`src/rtl/gsp_pkg.sv`:
```
// Shared constants and types for the serial host power, tolerance and
// interrupt wrapper. Assumes one 200 MHz clock and active-low async reset.
package gsp_pkg;

    localparam int GSP_HOST_W = 8;
    localparam int GSP_DMA_W  = 8;
    localparam int GSP_ERR_W  = 3;
    localparam int GSP_TOL_W  = 16;
    localparam int GSP_LVL_W  = 7;
    localparam int GSP_EVT_W  = 5;

    // Host status bit positions
    localparam int GSP_HST_RX_THR = 0;
    localparam int GSP_HST_TX_THR = 1;
    localparam int GSP_HST_BUSERR = 2;
    localparam int GSP_HST_EVT_LO = 3;

    // Error status bit positions
    localparam int GSP_ERR_RX_OVR = 0;
    localparam int GSP_ERR_TX_UND = 1;
    localparam int GSP_ERR_GATED  = 2;

    // Pin levels after reset: bus idle, chip select deasserted
    localparam logic GSP_RST_SCLK = 1'h0;
    localparam logic GSP_RST_CS_N = 1'h1;
    localparam logic GSP_RST_MOSI = 1'h0;

    localparam logic [GSP_TOL_W-1:0] GSP_TOL_NONE = 16'h0000;

    typedef enum logic [3:0] {
        GSP_ON     = 4'h1,
        GSP_GATING = 4'h2,
        GSP_OFF    = 4'h4,
        GSP_WAKE   = 4'h8
    } gsp_pwr_t;

endpackage

```
`src/rtl/gsp_pin_if.sv`:
```
// Carries the core's pin levels and the hold controls to the pin stage.
// Assumes both ends run on the same clock.
`timescale 1ns/1ps
interface gsp_pin_if;
    logic core_sclk;
    logic core_cs_n;
    logic core_mosi;
    logic hold;
    logic latch;
    logic matched;

    modport ctrl (output core_sclk, core_cs_n, core_mosi, hold, latch,
                  input  matched);
    modport pins (input  core_sclk, core_cs_n, core_mosi, hold, latch,
                  output matched);
endinterface

```
`src/rtl/gsp_power_irq.sv`:
```
// Power gating, latency tolerance, interrupt and error logic around a
// master-only serial host. Assumes the shift datapath, DMA engine and the
// driver's register file sit outside and talk through plain ports.
//
// Contract
// - While gated, each serial pin holds its latched idle level.
// - No edge or glitch on serial outputs during gate entry or exit.
// - Latency requirement goes to power controller over dedicated outputs.
// - Two tolerance schemes: hardware default or driver-set value.
// - Hardware scheme, active transfer: report rate-matched latency value.
// - Hardware scheme, idle: report no latency requirement.
// - One interrupt output signals the controller or DMA needs service.
// - Separate sticky status for host controller and for DMA.
// - Each pending bit clears only through its own unit's clear port.
// - Interrupt is active high, level, while any enabled bit pends.
// - Bus errors are detected and kept in readable sticky status.
// - FIFO threshold crossing raises interrupt or DMA request as enabled.
// - Controller is bus master, driving clock and chip select.
`timescale 1ns/1ps
module gsp_power_irq
    import gsp_pkg::*;
(
    input  wire logic                 ref_clk,
    input  wire logic                 nrst,
    input  wire logic                 core_sclk,
    input  wire logic                 core_cs_n,
    input  wire logic                 core_mosi,
    input  wire logic                 core_busy,
    input  wire logic                 pg_req,
    output logic                      pg_ack,
    output logic                      spi_sclk,
    output logic                      spi_cs_n,
    output logic                      spi_mosi,
    input  wire logic                 tol_sw_mode,
    input  wire logic                 tol_sw_req,
    input  wire logic [GSP_TOL_W-1:0] tol_sw_value,
    input  wire logic [GSP_TOL_W-1:0] tol_active_value,
    output logic [GSP_TOL_W-1:0]      latency_tolerance_report_value,
    output logic                      latency_tolerance_report_req,
    output logic                      latency_tolerance_report_update,
    input  wire logic [GSP_LVL_W-1:0] rx_level,
    input  wire logic [GSP_LVL_W-1:0] rx_thresh,
    input  wire logic [GSP_LVL_W-1:0] tx_level,
    input  wire logic [GSP_LVL_W-1:0] tx_thresh,
    input  wire logic                 dma_mode,
    output logic                      dma_rx_req,
    output logic                      dma_tx_req,
    input  wire logic [GSP_EVT_W-1:0] host_evt,
    input  wire logic [GSP_DMA_W-1:0] dma_evt,
    input  wire logic [GSP_HOST_W-1:0] host_en,
    input  wire logic [GSP_DMA_W-1:0] dma_en,
    input  wire logic [GSP_HOST_W-1:0] host_clr,
    input  wire logic [GSP_DMA_W-1:0] dma_clr,
    output logic [GSP_HOST_W-1:0]     host_stat,
    output logic [GSP_DMA_W-1:0]      dma_stat,
    input  wire logic                 rx_overrun,
    input  wire logic                 tx_underrun,
    input  wire logic [GSP_ERR_W-1:0] err_clr,
    output logic [GSP_ERR_W-1:0]      err_stat,
    output logic                      irq
);

    typedef struct packed {
        gsp_pwr_t              pwr;
        logic                  pg_ack;
        logic                  hold;
        logic                  latch;
        logic [GSP_TOL_W-1:0]  tol_value;
        logic                  tol_req;
        logic                  tol_update;
        logic                  rx_above;
        logic                  tx_below;
        logic                  dma_rx_req;
        logic                  dma_tx_req;
        logic [GSP_HOST_W-1:0] host_stat;
        logic [GSP_DMA_W-1:0]  dma_stat;
        logic [GSP_ERR_W-1:0]  err_stat;
        logic                  irq;
    } gsp_top_st_t;

    gsp_top_st_t st;
    gsp_top_st_t next_st;
    gsp_pin_if   pif ();

    // Set beats a clear arriving in the same cycle
    function automatic logic [GSP_HOST_W-1:0] sticky(
        input logic [GSP_HOST_W-1:0] cur,
        input logic [GSP_HOST_W-1:0] set,
        input logic [GSP_HOST_W-1:0] clr
    );
        return (cur & ~clr) | set;
    endfunction

    logic                  rx_hit;
    logic                  tx_hit;
    logic                  active;
    logic [GSP_ERR_W-1:0]  err_set;
    logic [GSP_HOST_W-1:0] host_set;
    logic [GSP_TOL_W-1:0]  tol_v;
    logic                  tol_r;

    always_comb
    begin
        next_st = st;
        next_st.latch = 1'b0;
        rx_hit = rx_level >= rx_thresh;
        tx_hit = tx_level <= tx_thresh;
        active = core_busy || !core_cs_n;

        case (st.pwr)
            GSP_ON:
            begin
                // Gate only when the bus is quiet
                if (pg_req && !core_busy && core_cs_n)
                begin
                    next_st.pwr   = GSP_GATING;
                    next_st.latch = 1'b1;
                    next_st.hold  = 1'b1;
                end
            end
            GSP_GATING:
            begin
                // Levels latched on the same edge that raises the ack
                next_st.pwr    = GSP_OFF;
                next_st.pg_ack = 1'b1;
            end
            GSP_OFF:
            begin
                if (!pg_req)
                begin
                    next_st.pwr    = GSP_WAKE;
                    next_st.pg_ack = 1'b0;
                end
            end
            GSP_WAKE:
            begin
                // Release only once the core matches the held levels
                if (pif.matched)
                begin
                    next_st.pwr  = GSP_ON;
                    next_st.hold = 1'b0;
                end
            end
            default:
            begin
                next_st.pwr = GSP_ON;
            end
        endcase

        // Tolerance scheme select
        if (tol_sw_mode)
        begin
            tol_v = tol_sw_value;
            tol_r = tol_sw_req;
        end
        else if (active && !st.hold)
        begin
            tol_v = tol_active_value;
            tol_r = 1'b1;
        end
        else
        begin
            tol_v = GSP_TOL_NONE;
            tol_r = 1'b0;
        end
        next_st.tol_value  = tol_v;
        next_st.tol_req    = tol_r;
        next_st.tol_update = (tol_v != st.tol_value) || (tol_r != st.tol_req);

        // Threshold crossing: interrupt or DMA request
        next_st.rx_above   = rx_hit;
        next_st.tx_below   = tx_hit;
        next_st.dma_rx_req = dma_mode && rx_hit;
        next_st.dma_tx_req = dma_mode && tx_hit;

        // Bus errors, including select driven while gated
        err_set = '0;
        err_set[GSP_ERR_RX_OVR] = rx_overrun;
        err_set[GSP_ERR_TX_UND] = tx_underrun;
        err_set[GSP_ERR_GATED]  = st.hold && !core_cs_n;
        next_st.err_stat = (st.err_stat & ~err_clr) | err_set;

        host_set = '0;
        host_set[GSP_HST_RX_THR] = !dma_mode && rx_hit && !st.rx_above;
        host_set[GSP_HST_TX_THR] = !dma_mode && tx_hit && !st.tx_below;
        host_set[GSP_HST_BUSERR] = |err_set;
        host_set[GSP_HOST_W-1:GSP_HST_EVT_LO] = host_evt;

        // Each unit cleared only by its own clear port
        next_st.host_stat = sticky(st.host_stat, host_set, host_clr);
        next_st.dma_stat  = sticky(st.dma_stat, dma_evt, dma_clr);

        // Level interrupt from enabled pending bits
        next_st.irq = |(next_st.host_stat & host_en)
                   || |(next_st.dma_stat & dma_en);
    end

    always_ff @(posedge ref_clk or negedge nrst)
    begin
        if (!nrst)
            st <= '{GSP_ON, 1'b0, 1'b0, 1'b0, GSP_TOL_NONE, 1'b0, 1'b0,
                    1'b0, 1'b0, 1'b0, 1'b0, '0, '0, '0, 1'b0};
        else
            st <= next_st;
    end

    assign pif.core_sclk = core_sclk;
    assign pif.core_cs_n = core_cs_n;
    assign pif.core_mosi = core_mosi;
    assign pif.hold      = st.hold;
    assign pif.latch     = st.latch;

    gsp_pin_hold u_pins (
        .ref_clk  (ref_clk),
        .nrst     (nrst),
        .pif      (pif),
        .spi_sclk (spi_sclk),
        .spi_cs_n (spi_cs_n),
        .spi_mosi (spi_mosi)
    );

    assign pg_ack                          = st.pg_ack;
    assign latency_tolerance_report_value  = st.tol_value;
    assign latency_tolerance_report_req    = st.tol_req;
    assign latency_tolerance_report_update = st.tol_update;
    assign dma_rx_req                      = st.dma_rx_req;
    assign dma_tx_req                      = st.dma_tx_req;
    assign host_stat                       = st.host_stat;
    assign dma_stat                        = st.dma_stat;
    assign err_stat                        = st.err_stat;
    assign irq                             = st.irq;

endmodule // gsp_power_irq

```
`src/rtl/gsp_pin_hold.sv`:
```
// Pin stage: registers the serial pins and freezes them at latched idle
// levels while held. Assumes latch is pulsed only while the bus is idle.
`timescale 1ns/1ps
module gsp_pin_hold
    import gsp_pkg::*;
(
    input  wire logic ref_clk,
    input  wire logic nrst,
    gsp_pin_if.pins   pif,
    output logic      spi_sclk,
    output logic      spi_cs_n,
    output logic      spi_mosi
);

    typedef struct packed {
        logic sclk;
        logic cs_n;
        logic mosi;
        logic idle_sclk;
        logic idle_cs_n;
        logic idle_mosi;
        logic matched;
    } gsp_pin_st_t;

    gsp_pin_st_t st;
    gsp_pin_st_t next_st;

    always_comb
    begin
        next_st = st;
        if (pif.latch)
        begin
            next_st.idle_sclk = pif.core_sclk;
            next_st.idle_cs_n = pif.core_cs_n;
            next_st.idle_mosi = pif.core_mosi;
        end
        // Held pins follow the core only in the latch cycle, then keep the idle levels, so no edge leaks out
        if (pif.hold || pif.latch)
        begin
            next_st.sclk = pif.latch ? pif.core_sclk : st.idle_sclk;
            next_st.cs_n = pif.latch ? pif.core_cs_n : st.idle_cs_n;
            next_st.mosi = pif.latch ? pif.core_mosi : st.idle_mosi;
        end
        else
        begin
            // Master drives clock and select itself
            next_st.sclk = pif.core_sclk;
            next_st.cs_n = pif.core_cs_n;
            next_st.mosi = pif.core_mosi;
        end
        next_st.matched = (pif.core_sclk == st.idle_sclk)
                       && (pif.core_cs_n == st.idle_cs_n)
                       && (pif.core_mosi == st.idle_mosi);
    end

    always_ff @(posedge ref_clk or negedge nrst)
    begin
        if (!nrst)
            st <= '{GSP_RST_SCLK, GSP_RST_CS_N, GSP_RST_MOSI,
                    GSP_RST_SCLK, GSP_RST_CS_N, GSP_RST_MOSI, 1'b1};
        else
            st <= next_st;
    end

    assign spi_sclk    = st.sclk;
    assign spi_cs_n    = st.cs_n;
    assign spi_mosi    = st.mosi;
    assign pif.matched = st.matched;

endmodule // gsp_pin_hold

```
`config.mk`:
```
export PLATFORM = sky130hd
export DESIGN_NAME = gsp_power_irq
export DESIGN_NICKNAME = d
export VERILOG_FILES = /design/src/rtl/gsp_pkg.sv /design/src/rtl/gsp_pin_if.sv /design/src/rtl/gsp_power_irq.sv /design/src/rtl/gsp_pin_hold.sv
export SDC_FILE = /design/constraint.sdc
export NUM_CORES = 1
export LEC_CHECK = 0
export BUFFER_PORTS_ARGS = -buffer_cell sky130_fd_sc_hd__buf_4
export CAP_MARGIN = 20
export CORE_AREA = 2 2 78 98
export DETAILED_ROUTE_END_ITERATION = 7
export DIE_AREA = 0 0 80 100
export GPL_TIMING_DRIVEN = 1
export PLACE_DENSITY = 0.78
export SLEW_MARGIN = 25
export SYNTH_ARGS = -nofsm -noshare
export SYNTH_HDL_FRONTEND = slang
export SYNTH_HIERARCHICAL = 1
export SYNTH_SLANG_ARGS = --single-unit
```
`constraint.sdc`:
```
create_clock -name ref_clk -period 2.7 [get_ports ref_clk]
set_clock_uncertainty 0.1 [all_clocks]
set_input_delay 0 -clock ref_clk [delete_from_list [all_inputs] [get_ports ref_clk]]
set_output_delay 0 -clock ref_clk [all_outputs]
set_load 0.01 [all_outputs]
```
==> reports/qor.txt <==
top_reg_cell synth - dfrtp_1
Via Count - 2884
pwr/cell area - 414.3 nW/um^2
share of layout cells above drive strength 1 - 37.94%
Avg Cell Area, Syn - 10.55 sq um
GRT overflow - 0
vias in the first global route - 3185
post-synthesis compound-gate area fraction - 17.43%
Synth Warn # - 6
num rows - 35
Pre-Repair DR Iteration Count - 4
reg2reg end - irq
Min-Delay Path Class - in2reg
P&R area growth vs syn - 63.78%
DRT antenna net count - 0
die area - 8000 sq um
Buffers & Inverters on Critical Path - 1
Worst Hold Depth - 4
Crit. End Element - flop
Setup TNS - 0 ns
Mapped Area - 3102 sq um
worst r2r src - pif.hold
Leakage - 2.619 nW
I/O pin total - 164
pin count of the biggest net entering global routing - 57
critical path class - reg2reg
die span in x - 80 microns
Critical Path RT - 2.77 ns
worst reg-to-reg setup slack - 0.09 ns
combinational family with the most area after synthesis - compound AO/OA/AOI/OAI gates
Bufs on Longest Clock Path - 2
Final period util - 96.54%
worst endpoint data arrival time - 2.68 ns
sequential area share after synthesis - 45.34%
Max stage delay cell, worst path - dlygate4sd3_1
min Tclk post-route - 2.607 ns
# clock sinks - 56
slowest stage delay, CP - 0.59 ns
Slew @ Worst Pin - 0.7740 ns
CTS Root Cell - clkbuf_8
synthesized netlist cell count - 294
die height - 100 microns
TritonCTS Buffers - 5
RD Place Congestion - 0.8446
DRC violations left - 0
DRT iter0 DRCs - 83
H-tree Lvls - 2
CORE AREA - 7182 sq um
Layout Nets - 639
initial antenna violation count - 0
Synth Register Bits - 56
ys async rst share - 100.0%
Worst-Skew Late Latency - 0.30 ns
synth unique cells - 49
Peak Freq - 383.7 MHz
DR vias/cell - 4.823
first-pass GRT wire length - 14370 microns
CTS tree - done
Top delay family on crit path - simple AND/OR/NAND/NOR gates
Relative slew margins - 48.34%
Final Max Tran Viols - 0
GR Util All Layers - 22.85%
Max FO, Critical Path - 4
multiplexer share of the synthesized area - 2.864%
Synth Net Count - 428
Max Cap Viol - 0
Hold EP - st[23]
Max IR drop VDD - 0.3323 mV
WL final - 8930 microns
diodes inserted - 0
Synth Area in Simple Gates - 9.601%
hpwl dp - 5958 microns
Initial Util - 43.19%
Synth Area in XOR/XNOR - 4.800%
setup violators final - 0
Post-synth EDFFs - 0
average wire per standard cell - 14.93 microns
Startpoint Class - flop
HP Start - rx_level[6]
Setup Buffers After CTS - 0
hold slack final - 0.03973 ns
clock slew seen by the registers of the worst setup and hold paths - 0.10 ns
Adder-Cell Fraction of Synth Area - 5.647%
critical-path cell list - nor2b_4, or4_4, nand2_1, o2111ai_1, a2111oi_2, dlygate4sd3_1, o221ai_1
depth of the most critical reg-to-reg path - 7
final hold viol count - 0
status - complete, no violations
# port buffers - 163
-- cell families (layout without fill, tap and decap cells) --
| kind of cell | after synthesis | in the layout |
|---|---|---|
| buffers and inverters | 82 | 294 |
| DFF | 56 | 56 |
| xor gates and xnor gates | 17 | 17 |
| and+or+nand+nor | 49 | 49 |
| AOI/OAI and AO/OA | 69 | 69 |
| adders and majority gates | 14 | 14 |
| muxes | 7 | 7 |
-- where the power goes --
part           internal, mW  switching (mW)  leakage [nW]  total [mW]
Sequential            0.917          0.0468         0.655       0.964
Combinational         0.368           0.222          1.91       0.590
Clock                 0.276           0.274        0.0552       0.550
-- flip-flops by register name (all words and copies together) (netlist names), 3 cells and up --
name and cells:
st 6, u_pins/st 3, err_stat 3, dma_stat 8, host_stat 8, latency_tolerance_report_value 16
-- through the flow --
stage	cell area [sq um]	power, mW	std cells	util [%]	worst slack [ns]
global route	5080	2.219	598	70.73	-0.006037
finish	5080	2.105	598	70.73	0.09350
detailed placement	4150	1.459	508	57.79	0.5214
CTS	5079	2.116	598	70.71	0.07806
global placement	4150	1.447	508	57.79	0.5849
floorplan	3102	1.229	294	-	0.7389
-- synthesized netlist by cell type, drive strengths merged (5+ instances only) --
library cell | instances | area share [%]
a21o | 14 | 3.4
a21oi | 12 | 1.9
a22o | 17 | 4.8
buf | 37 | 8.9
dfrtp | 52 | 42
ha | 14 | 5.6
inv | 40 | 4.8
mux2 | 6 | 2.5
nand2 | 8 | 0.97
nor2 | 7 | 0.85
nor2b | 8 | 1.9
nor4 | 5 | 1.0
xor2 | 16 | 4.5
-- worst register-to-register path: stages, from the launching register on --
cell           delay, ns
dfrtp_2             0.47
nor2b_4             0.15
or4_4               0.47
nand2_1             0.09
o2111ai_1           0.15
a2111oi_2           0.36
dlygate4sd3_1       0.59
o221ai_1            0.10
-- layout by cell type, fill, tap and decap left out, drive strengths merged, types with 7 or more instances in the layout --
| master | n |
|---|---|
| a21o | 14 |
| a21oi | 12 |
| a22o | 17 |
| buf | 163 |
| dfrtp | 52 |
| dlygate4sd3 | 82 |
| ha | 14 |
| inv | 40 |
| nand2 | 8 |
| nor2 | 7 |
| nor2b | 8 |
| xor2 | 16 |
-- layout make-up --
type	instances	area (sq um)
multi-input cells	156	1251
clock inverters	2	35.03
inverters	41	153.9
repair buffers	245	2044
clock buffers	6	72.57
well taps	92	115.1
fillers	548	2102
flip-flops and latches	56	1408
-- metal layers --
layer | global-route usage (%) | routed length, microns | vias to the layer above
met2 | 42.18 | 4852 | 115
li1 | - | - | 1390
met4 | 11.47 | 401 | 0
met3 | 4.137 | 462 | 37
met5 | 0 | 0 | -
met1 | 24.49 | 3213 | 1342
-- how the worst max path moves through the flow --
| stage | depth (start not counted) | startpoint | endpoint | slack [ns] |
|---|---|---|---|---|
| after floorplan | 6 | pif.hold | irq | 0.74 |
| after global placement | 5 | pif.hold | latency_tolerance_report_update | 0.58 |
| after detailed placement | 5 | pif.hold | latency_tolerance_report_update | 0.52 |
| after CTS | 7 | pif.hold | irq | 0.08 |
| after global routing | 7 | pif.hold | irq | -0.006 |
| final | 7 | pif.hold | irq | 0.09 |
-- what timing repair did --
item / in CTS / in global routing
endpoints found under the hold margin: 102 / 0
gates resized for setup: 0 / 1
hold buffers: 82 / 0
endpoints found under the setup margin: 0 / 1
(Power assumes the default switching activity.)
